[src/hw/rcrfp_defs.svh]
`ifndef RCRFP_DEFS_SVH
`define RCRFP_DEFS_SVH
`define RCRFP_DELIM         8'h7E
`define RCRFP_TYPE_REMOTE   8'h17
`define RCRFP_TYPE_ROUTE    8'h21
`define RCRFP_CSUM_BASE     8'hFF
`define RCRFP_OFF_ID        16'h0004
`define RCRFP_OFF_A64_LO    16'h0005
`define RCRFP_OFF_A64_HI    16'h000C
`define RCRFP_OFF_A16_HI    16'h000D
`define RCRFP_OFF_A16_LO    16'h000E
`define RCRFP_OFF_OPT       16'h000F
`define RCRFP_OFF_CMD0      16'h0010
`define RCRFP_OFF_CMD1      16'h0011
`define RCRFP_OFF_PARAM     16'h0012
`define RCRFP_OFF_NHOPS     16'h0010
`define RCRFP_OFF_HOP0      16'h0011
`define RCRFP_OFF_TYPE      16'h0003
`define RCRFP_ROUTE_BASE_LEN 16'h000E
`define RCRFP_OPT_NOACK     8'h01
`define RCRFP_OPT_EXTTO     8'h40
`define RCRFP_TABLE_SIZE    8'h28
`define RCRFP_MAX_HOPS      8'h0B
`define RCRFP_HOP_IDX_W     4
`define RCRFP_BCAST64       64'h0000_0000_0000_FFFF
`endif

[src/hw/rcrfp_pkg.sv]
package rcrfp_pkg;
   typedef enum logic [4:0] {
      RCRFP_IDLE = 5'h01,
      RCRFP_LENH = 5'h02,
      RCRFP_LENL = 5'h04,
      RCRFP_BODY = 5'h08,
      RCRFP_CSUM = 5'h10
   } rcrfp_state_t;
endpackage : rcrfp_pkg

[src/hw/rcrfp_parser.sv]
`timescale 1ns/1ps
`include "rcrfp_defs.svh"
// What this block does
// - Type byte 0x17 marks a remote parameter set or query request.
// - Byte 4 is an echoed frame identifier; zero means no response.
// - Bytes 5 to 12 are the 64-bit destination, MSB first; zero is coordinator.
// - Option bit 0x01 disables the over-the-air acknowledgement.
// - Option bit 0x40 selects the extended transmission timeout.
// - Bytes 16 and 17 hold the two-character parameter command name.
// - Bytes from 18 are the value to write; none means a query.
// - Type byte 0x21 marks a source route installation request.
// - Route destination 0x000000000000FFFF means broadcast.
// - Hop count zero or above 40 discards the route frame and pulses frame_drop.
// - Route frames with more than 11 hops are also discarded.
// - Hops from byte 17 as 16-bit pairs, destination neighbour first.
module rcrfp_parser (
   input  wire logic        clk,
   input  wire logic        reset_n,
   input  wire logic        rx_valid,
   input  wire logic [7:0]  rx_byte,
   output logic             rem_valid,
   output logic [7:0]       rem_frame_id,
   output logic             rem_respond,
   output logic [63:0]      rem_dest64,
   output logic             rem_to_coord,
   output logic [15:0]      rem_dest16,
   output logic             rem_no_ack,
   output logic             rem_ext_timeout,
   output logic [15:0]      rem_cmd_name,
   output logic             rem_is_query,
   output logic             par_valid,
   output logic [7:0]       par_byte,
   output logic             par_last,
   output logic             route_valid,
   output logic [63:0]      route_dest64,
   output logic             route_bcast,
   output logic [15:0]      route_dest16,
   output logic [7:0]       route_nhops,
   output logic [175:0]     route_hops,
   output logic             frame_drop
);
   rcrfp_pkg::rcrfp_state_t state_reg, state_next;
   logic [15:0]  len_reg;
   logic [15:0]  idx_reg;
   logic [7:0]   sum_reg;
   logic [7:0]   type_reg;
   logic [7:0]   id_reg;
   logic [7:0]   opt_reg;
   logic [7:0]   nhops_reg;
   logic [63:0]  a64_reg;
   logic [15:0]  a16_reg;
   logic [15:0]  cmd_reg;
   logic [15:0]  hops_reg [0:10];
   logic         hop_ovf_reg;

   function automatic logic [7:0] rcrfp_csum(input logic [7:0] s);
      return 8'(`RCRFP_CSUM_BASE - s);
   endfunction : rcrfp_csum

   // Offset of the current body byte counted from the delimiter at 0
   wire logic [15:0] offs       = 16'(idx_reg + `RCRFP_OFF_TYPE);
   wire logic        take       = rx_valid;
   wire logic        body_last  = (idx_reg == 16'(len_reg - 16'h0001));
   wire logic        is_remote  = (type_reg == `RCRFP_TYPE_REMOTE);
   wire logic        is_route   = (type_reg == `RCRFP_TYPE_ROUTE);
   wire logic        in_a64     = (offs >= `RCRFP_OFF_A64_LO) && (offs <= `RCRFP_OFF_A64_HI);
   wire logic [15:0] hop_off    = 16'(offs - `RCRFP_OFF_HOP0);
   wire logic        in_hops    = is_route && (offs >= `RCRFP_OFF_HOP0);
   wire logic [3:0]  hop_idx    = hop_off[`RCRFP_HOP_IDX_W:1];
   wire logic        hop_fits   = (hop_off[15:1] < 15'(`RCRFP_MAX_HOPS));
   wire logic        csum_ok    = (rx_byte == rcrfp_csum(sum_reg));
   wire logic        rem_len_ok = (len_reg >= 16'(`RCRFP_OFF_PARAM - `RCRFP_OFF_TYPE));
   wire logic        route_len_ok = (len_reg
                                     == 16'(`RCRFP_ROUTE_BASE_LEN + {7'h00, nhops_reg, 1'b0}));
   wire logic        hops_ok    = (nhops_reg != 8'h00)
                                  && (nhops_reg <= `RCRFP_TABLE_SIZE)
                                  && (nhops_reg <= `RCRFP_MAX_HOPS);
   wire logic        frame_end  = (state_reg == rcrfp_pkg::RCRFP_CSUM) && take;
   wire logic        rem_ok     = frame_end && csum_ok && is_remote && rem_len_ok;
   wire logic        route_ok   = frame_end && csum_ok && is_route && route_len_ok
                                  && hops_ok && !hop_ovf_reg;
   // Parameter bytes stream out as they arrive; par_last marks the last one
   wire logic        par_now    = (state_reg == rcrfp_pkg::RCRFP_BODY) && take
                                  && is_remote && (offs >= `RCRFP_OFF_PARAM);

   always_comb begin
      state_next = state_reg;
      unique case (state_reg)
         rcrfp_pkg::RCRFP_IDLE: if (take && rx_byte == `RCRFP_DELIM) state_next = rcrfp_pkg::RCRFP_LENH;
         rcrfp_pkg::RCRFP_LENH: if (take) state_next = rcrfp_pkg::RCRFP_LENL;
         rcrfp_pkg::RCRFP_LENL: if (take) begin
            state_next = ({len_reg[15:8], rx_byte} == 16'h0000) ? rcrfp_pkg::RCRFP_IDLE
                                                                 : rcrfp_pkg::RCRFP_BODY;
         end
         rcrfp_pkg::RCRFP_BODY: if (take && body_last) state_next = rcrfp_pkg::RCRFP_CSUM;
         rcrfp_pkg::RCRFP_CSUM: if (take) state_next = rcrfp_pkg::RCRFP_IDLE;
      endcase
   end

   always_ff @(posedge clk) begin
      if (!reset_n) begin
         state_reg <= rcrfp_pkg::RCRFP_IDLE;
      end else begin
         state_reg <= state_next;
      end
   end

   // Field capture; any byte taken while idle clears only the index, sum and hop overflow flag, other fields hold until overwritten
   always_ff @(posedge clk) begin
      if (!reset_n) begin
         len_reg     <= 16'h0000;
         idx_reg     <= 16'h0000;
         sum_reg     <= 8'h00;
         type_reg    <= 8'h00;
         id_reg      <= 8'h00;
         opt_reg     <= 8'h00;
         nhops_reg   <= 8'h00;
         a64_reg     <= 64'h0000_0000_0000_0000;
         a16_reg     <= 16'h0000;
         cmd_reg     <= 16'h0000;
         hop_ovf_reg <= 1'b0;
      end else if (take) begin
         unique case (state_reg)
            rcrfp_pkg::RCRFP_IDLE: begin
               idx_reg     <= 16'h0000;
               sum_reg     <= 8'h00;
               hop_ovf_reg <= 1'b0;
            end
            rcrfp_pkg::RCRFP_LENH: len_reg <= {rx_byte, 8'h00};
            rcrfp_pkg::RCRFP_LENL: len_reg <= {len_reg[15:8], rx_byte};
            rcrfp_pkg::RCRFP_BODY: begin
               idx_reg <= 16'(idx_reg + 16'h0001);
               sum_reg <= 8'(sum_reg + rx_byte);
               if (idx_reg == 16'h0000) type_reg <= rx_byte;
               if (offs == `RCRFP_OFF_ID) id_reg <= rx_byte;
               if (in_a64) a64_reg <= {a64_reg[55:0], rx_byte};
               if (offs == `RCRFP_OFF_A16_HI) a16_reg[15:8] <= rx_byte;
               if (offs == `RCRFP_OFF_A16_LO) a16_reg[7:0] <= rx_byte;
               if (offs == `RCRFP_OFF_OPT) opt_reg <= rx_byte;
               if (offs == `RCRFP_OFF_CMD0) cmd_reg[15:8] <= rx_byte;
               if (offs == `RCRFP_OFF_CMD1) cmd_reg[7:0] <= rx_byte;
               if (offs == `RCRFP_OFF_NHOPS) nhops_reg <= rx_byte;
               if (in_hops && !hop_fits) hop_ovf_reg <= 1'b1;
            end
            rcrfp_pkg::RCRFP_CSUM: ;
         endcase
      end
   end

   // Hop table; first slot is the destination's neighbour
   always_ff @(posedge clk) begin
      if (take && state_reg == rcrfp_pkg::RCRFP_BODY && in_hops && hop_fits) begin
         if (!hop_off[0]) hops_reg[hop_idx][15:8] <= rx_byte;
         else hops_reg[hop_idx][7:0] <= rx_byte;
      end
   end

   wire logic [175:0] hops_flat;
   for (genvar g = 0; g < 11; g++) begin : g_flat
      assign hops_flat[g*16 +: 16] = hops_reg[g];
   end

   always_ff @(posedge clk) begin
      if (!reset_n) begin
         rem_valid       <= 1'b0;
         rem_frame_id    <= 8'h00;
         rem_respond     <= 1'b0;
         rem_dest64      <= 64'h0000_0000_0000_0000;
         rem_to_coord    <= 1'b0;
         rem_dest16      <= 16'h0000;
         rem_no_ack      <= 1'b0;
         rem_ext_timeout <= 1'b0;
         rem_cmd_name    <= 16'h0000;
         rem_is_query    <= 1'b0;
         par_valid       <= 1'b0;
         par_byte        <= 8'h00;
         par_last        <= 1'b0;
         route_valid     <= 1'b0;
         route_dest64    <= 64'h0000_0000_0000_0000;
         route_bcast     <= 1'b0;
         route_dest16    <= 16'h0000;
         route_nhops     <= 8'h00;
         route_hops      <= 176'h0;
         frame_drop      <= 1'b0;
      end else begin
         rem_valid   <= rem_ok;
         route_valid <= route_ok;
         frame_drop  <= frame_end && !rem_ok && !route_ok;
         par_valid   <= par_now;
         par_byte    <= rx_byte;
         par_last    <= par_now && body_last;
         if (rem_ok) begin
            rem_frame_id    <= id_reg;
            rem_respond     <= (id_reg != 8'h00);
            rem_dest64      <= a64_reg;
            rem_to_coord    <= (a64_reg == 64'h0000_0000_0000_0000);
            rem_dest16      <= a16_reg;
            rem_no_ack      <= |(opt_reg & `RCRFP_OPT_NOACK);
            rem_ext_timeout <= |(opt_reg & `RCRFP_OPT_EXTTO);
            rem_cmd_name    <= cmd_reg;
            rem_is_query    <= (len_reg == 16'(`RCRFP_OFF_PARAM - `RCRFP_OFF_TYPE));
         end
         if (route_ok) begin
            route_dest64 <= a64_reg;
            route_bcast  <= (a64_reg == `RCRFP_BCAST64);
            route_dest16 <= a16_reg;
            route_nhops  <= nhops_reg;
            route_hops   <= hops_flat;
         end
      end
   end

   AST_NOACK: assert property (@(posedge clk) disable iff (!reset_n)
      rem_ok |=> rem_valid && rem_no_ack == $past(opt_reg[0]))
      else $error("no-ack option not carried");
   AST_EXTTO: assert property (@(posedge clk) disable iff (!reset_n)
      rem_ok |=> rem_ext_timeout == $past(opt_reg[6]))
      else $error("extended timeout option not carried");
   AST_RESPOND: assert property (@(posedge clk) disable iff (!reset_n)
      rem_valid |-> rem_respond == (rem_frame_id != 8'h00))
      else $error("response flag disagrees with frame id");
   AST_COORD: assert property (@(posedge clk) disable iff (!reset_n)
      rem_valid |-> rem_to_coord == (rem_dest64 == 64'h0))
      else $error("coordinator flag wrong");
   AST_HOPCNT: assert property (@(posedge clk) disable iff (!reset_n)
      route_valid |-> route_nhops != 8'h00 && route_nhops <= `RCRFP_MAX_HOPS)
      else $error("route accepted with bad hop count");
   AST_TABLE: assert property (@(posedge clk) disable iff (!reset_n)
      route_valid |-> route_nhops <= `RCRFP_TABLE_SIZE)
      else $error("route exceeds table size");
   AST_EXCL: assert property (@(posedge clk) disable iff (!reset_n)
      !(route_valid && rem_valid) && !(frame_drop && (route_valid || rem_valid)))
      else $error("frame both accepted and dropped");
   AST_CSUM: assert property (@(posedge clk) disable iff (!reset_n)
      (frame_end && !csum_ok) |=> !rem_valid && !route_valid && frame_drop)
      else $error("bad checksum frame accepted");
   AST_BCAST: assert property (@(posedge clk) disable iff (!reset_n)
      route_valid |-> route_bcast == (route_dest64 == `RCRFP_BCAST64))
      else $error("broadcast flag wrong");

   // Remembers whether any parameter byte streamed in the current frame; the checksum
   // byte may come any number of idle cycles after the last one
   logic         par_seen_reg;
   always_ff @(posedge clk) begin
      if (!reset_n) begin
         par_seen_reg <= 1'b0;
      end else if (take && state_reg == rcrfp_pkg::RCRFP_IDLE) begin
         par_seen_reg <= 1'b0;
      end else if (par_now) begin
         par_seen_reg <= 1'b1;
      end
   end

   AST_QUERY: assert property (@(posedge clk) disable iff (!reset_n)
      rem_ok |=> rem_is_query == !$past(par_seen_reg))
      else $error("query flag disagrees with parameter bytes");
endmodule : rcrfp_parser

[config.mk]
export PLATFORM = sky130hd
export DESIGN_NAME = rcrfp_parser
export DESIGN_NICKNAME = d
export VERILOG_FILES = /design/src/hw/rcrfp_pkg.sv /design/src/hw/rcrfp_parser.sv
export VERILOG_INCLUDE_DIRS = /design/src /design/src/hw
export SDC_FILE = /design/constraint.sdc
export NUM_CORES = 1
export LEC_CHECK = 0
export BUFFER_PORTS_ARGS = -buffer_cell sky130_fd_sc_hd__buf_2
export CAP_MARGIN = 20
export CELL_PAD_IN_SITES_DETAIL_PLACEMENT = 1
export CELL_PAD_IN_SITES_GLOBAL_PLACEMENT = 2
export CORE_MARGIN = 2
export CORE_UTILIZATION = 36
export DETAILED_ROUTE_END_ITERATION = 6
export PLACE_DENSITY = 0.83
export SETUP_SLACK_MARGIN = 0.3
export SLEW_MARGIN = 20
export SYNTH_ARGS = -nofsm -noshare
export SYNTH_HDL_FRONTEND = slang
export SYNTH_SLANG_ARGS = --single-unit
[constraint.sdc]
create_clock -name clk -period 6.2 [get_ports clk]
set_input_delay 0.31 -clock clk [delete_from_list [all_inputs] [get_ports clk]]
set_output_delay 0.31 -clock clk [all_outputs]
set_load 0.05 [all_outputs]
==> flow_summary.ini <==
[route]
wl_per_cell_um = 20.8
drt-initial-drc-count = 1127
vias_per_cell = 5.15
drc = 0
wirelength_um = 89800
vias = 22187
dr.pass1.iters = 5
drtAntennaViolNets = 0

[floorplanning]
coreArea_um2 = 77200
pin_count = 398
die_w_um = 283
core.rowCount = 102
die_h_um = 283
initial_utilization_pct = 36.3
fp.dieArea_um2 = 80100

[final_layout]
synthToLayoutAreaGrowth_pct = 20.2
diodes = 0
drive_gt1_share_pct = 18.2
nNetsFinal = 3233

[worst_setup_path]
required_ps = 6440
startpoint_type = flop
path_cells = inv_1, ha_1, buf_4, or3b_2, o21ai_0, a31oi_1, o211ai_1, or3_1, or4_4, nor4_2
cp_slowest_stage_delay_ps = 870
crit_slowest_cell = nor4_2
crit_buf_inv = 2
crit_fanout = 22
crit_type = reg2reg
crit_family = simple AND/OR/NAND/NOR gates
cp-end-kind = flop
crit_arrival_ps = 5270

[sta]
fmax_ghz = 0.199
finalCriticalPeriod_ps = 5030
finalMaxSlewViolations = 0
setup-violations-final = 0
holdWs_ps = 95.2
slew-limit-headroom_pct = 33.5
rsz0062_at_grt = false
tightestPinTransition_ps = 995
fin_skew_ps = 28.5
fin_crit_sh_pct = 81.1
hold_viol_final = 0
setup_tns_ps = 0

[synthesis]
synth.top_cell.area_share_pct = 39.1
synth_compound_area_share_pct = 14.4
synth_edf_count = 176
synth_top_family_by_area = simple AND/OR/NAND/NOR gates
synth.avg_cell_area_um2 = 9.64
ys_seq_area_share_pct = 58.0
synthCells = 2906
syn-cell-area_um2 = 28000
synthAdderAreaFrac_pct = 0.831
ys_seq_elements = 723
synth.distinct_cells = 75
ys.flop_type = dfxtp_1
synthMuxAreaShare_pct = 2.07
synth-simple-area-share_pct = 19.7
synth-async-reset-ratio_pct = 0
yosysTopAreaCell = dfxtp_1
ys_warn_count = 0
syn_nets = 2935
synthTopCellsByArea = dfxtp_1, edfxtp_1, nand2_1
synth_xor_area_share_pct = 1.56

[clock_network]
clkTransAtPathRegs_ps = 60
htree_levels = 3
cts_resized = 0
clock_path_buffers = 3
cts_sinks = 723
cts_hold_buf = 0
cts-root-buf = clkbuf_16
post_cts_buffers = 0
cts_made_buffers = 80
clk_latency_ps = 630
cts_tree = done

[flow_run]
drv_cap = 0

[placement]
gp_congestion = 0.797
dp_hpwl_um = 58700
port_buffers = 397

[hold_path]
hold_path_class = in2reg

[global_routing]
grt_pass1_vias = 22920
grt-ovfl-total = 0
grt_usage_pct = 22.0
grt_max_degree = 319
antenna_found_initial = 1
grt_pass1_wl_um = 139000

[pwr]
power_per_cell_area_nw_per_um2 = 308
leakagePower_uw = 0.0127
ir_drop_mv = 0.203

[outcome]
status = finished, final reports clean
cell usage after synthesis, drive strengths merged, types with 5 or more instances:
library cell,count
or3,10
nand2b,7
a21boi,371
a21oi,21
or4,10
or2,6
nor2,32
o21ai,108
xnor2,30
a22oi,10
nand3,102
a22o,8
nor2b,52
dfxtp,547
a31oi,7
ha,17
nor3,43
and4,6
and2,10
nand2,859
buf,73
o211ai,5
nand4,22
nor4,49
and3,13
inv,29
clkbuf,137
mux2i,58
edfxtp,176
xor2,20
nor3b,5
final timing paths:
check	startpoint	endpoint	slack (ps)	depth (start not counted)
worst min register to register	route_nhops[1]	route_nhops[1]	440	2
worst max register to register	idx_reg[1]	hops_reg[4][9]	1170	10
worst max-delay path	idx_reg[1]	hops_reg[4][9]	1170	10
worst min-delay path	rx_valid	len_reg[6]	100	3
stage by stage:
stage,setup slack [ps],instances,util (%),cell area (um^2),power [uW]
floorplan,1800,2906,-,28000,5310
global placement,1310,4159,39.9,30800,5480
detailed placement,1080,4159,39.9,30800,5490
CTS,1070,4307,43.5,33600,10500
global route,682,4310,43.6,33700,10700
finish,1170,4310,43.6,33700,10400
final cells by class:
cell class                 instances  area, um^2
inverter                          29         109
clock inverter                    39         482
sequential                       723       16200
timing repair buffer             426        2310
tap                             1040        1300
fill                            8787       43500
multi-input combinational       1944       10900
clock buffer                     109        2290
layout by cell type (no fill, tap or decap), types with 7 or more instances in the layout:
cell       instances
clkbuf_16         83
xnor2_1           30
a22o_1             8
nor2_1            32
a21boi_1         100
nor2b_1           52
edfxtp_1         176
inv_1             29
clkbuf_8          12
clkbuf_1          14
mux2i_1           58
nand4_1           22
buf_2            396
nor3_1            39
o21ai_0          104
nand3_1          101
clkinv_2          12
or4_1              7
clkinv_1           8
nand2b_1           7
a31oi_1            7
buf_4             23
a22oi_1           10
a21oi_1           21
a21boi_0         271
nor4_2            15
dfxtp_1          547
xor2_1            19
nor4_1            32
bufinv_16          9
ha_1              17
or3_1              9
and3_1            12
and2_1             9
nand2_1          859
worst reg2reg max path, cell delays in order (launching register included):
cell,delay [ps]
dfxtp_1,740
inv_1,230
ha_1,330
buf_4,250
or3b_2,220
o21ai_0,90
a31oi_1,530
o211ai_1,200
or3_1,420
or4_4,770
nor4_2,890
power breakdown:
part / total, uW / internal, uW / leakage [uW] / switching (uW)
Clock: 4980 / 2990 / 0.00136 / 1990
Combinational: 512 / 169 / 0.00539 / 343
Sequential: 4880 / 4850 / 0.00599 / 34.9
layer usage:
metal  vias to the layer above  global-route usage (%)  wire length [um]
met5                         -                       0                 0
met4                         0                    5.23              1520
met3                       100                    5.89              6420
met2                       558                    36.6             42200
met1                     11021                    28.4             39700
li1                      10508                       -                 -
cells by family (layout without fill, tap and decap cells):
| family | count (synthesis) | after routing |
|---|---|---|
| fa+ha+maj | 18 | 18 |
| mux | 58 | 58 |
| xor+xnor | 50 | 50 |
| simple gates | 1245 | 1245 |
| flops | 723 | 723 |
| compound gates | 573 | 573 |
| buf+inv | 239 | 603 |
Note: power is estimated with default switching activity, not from simulation.
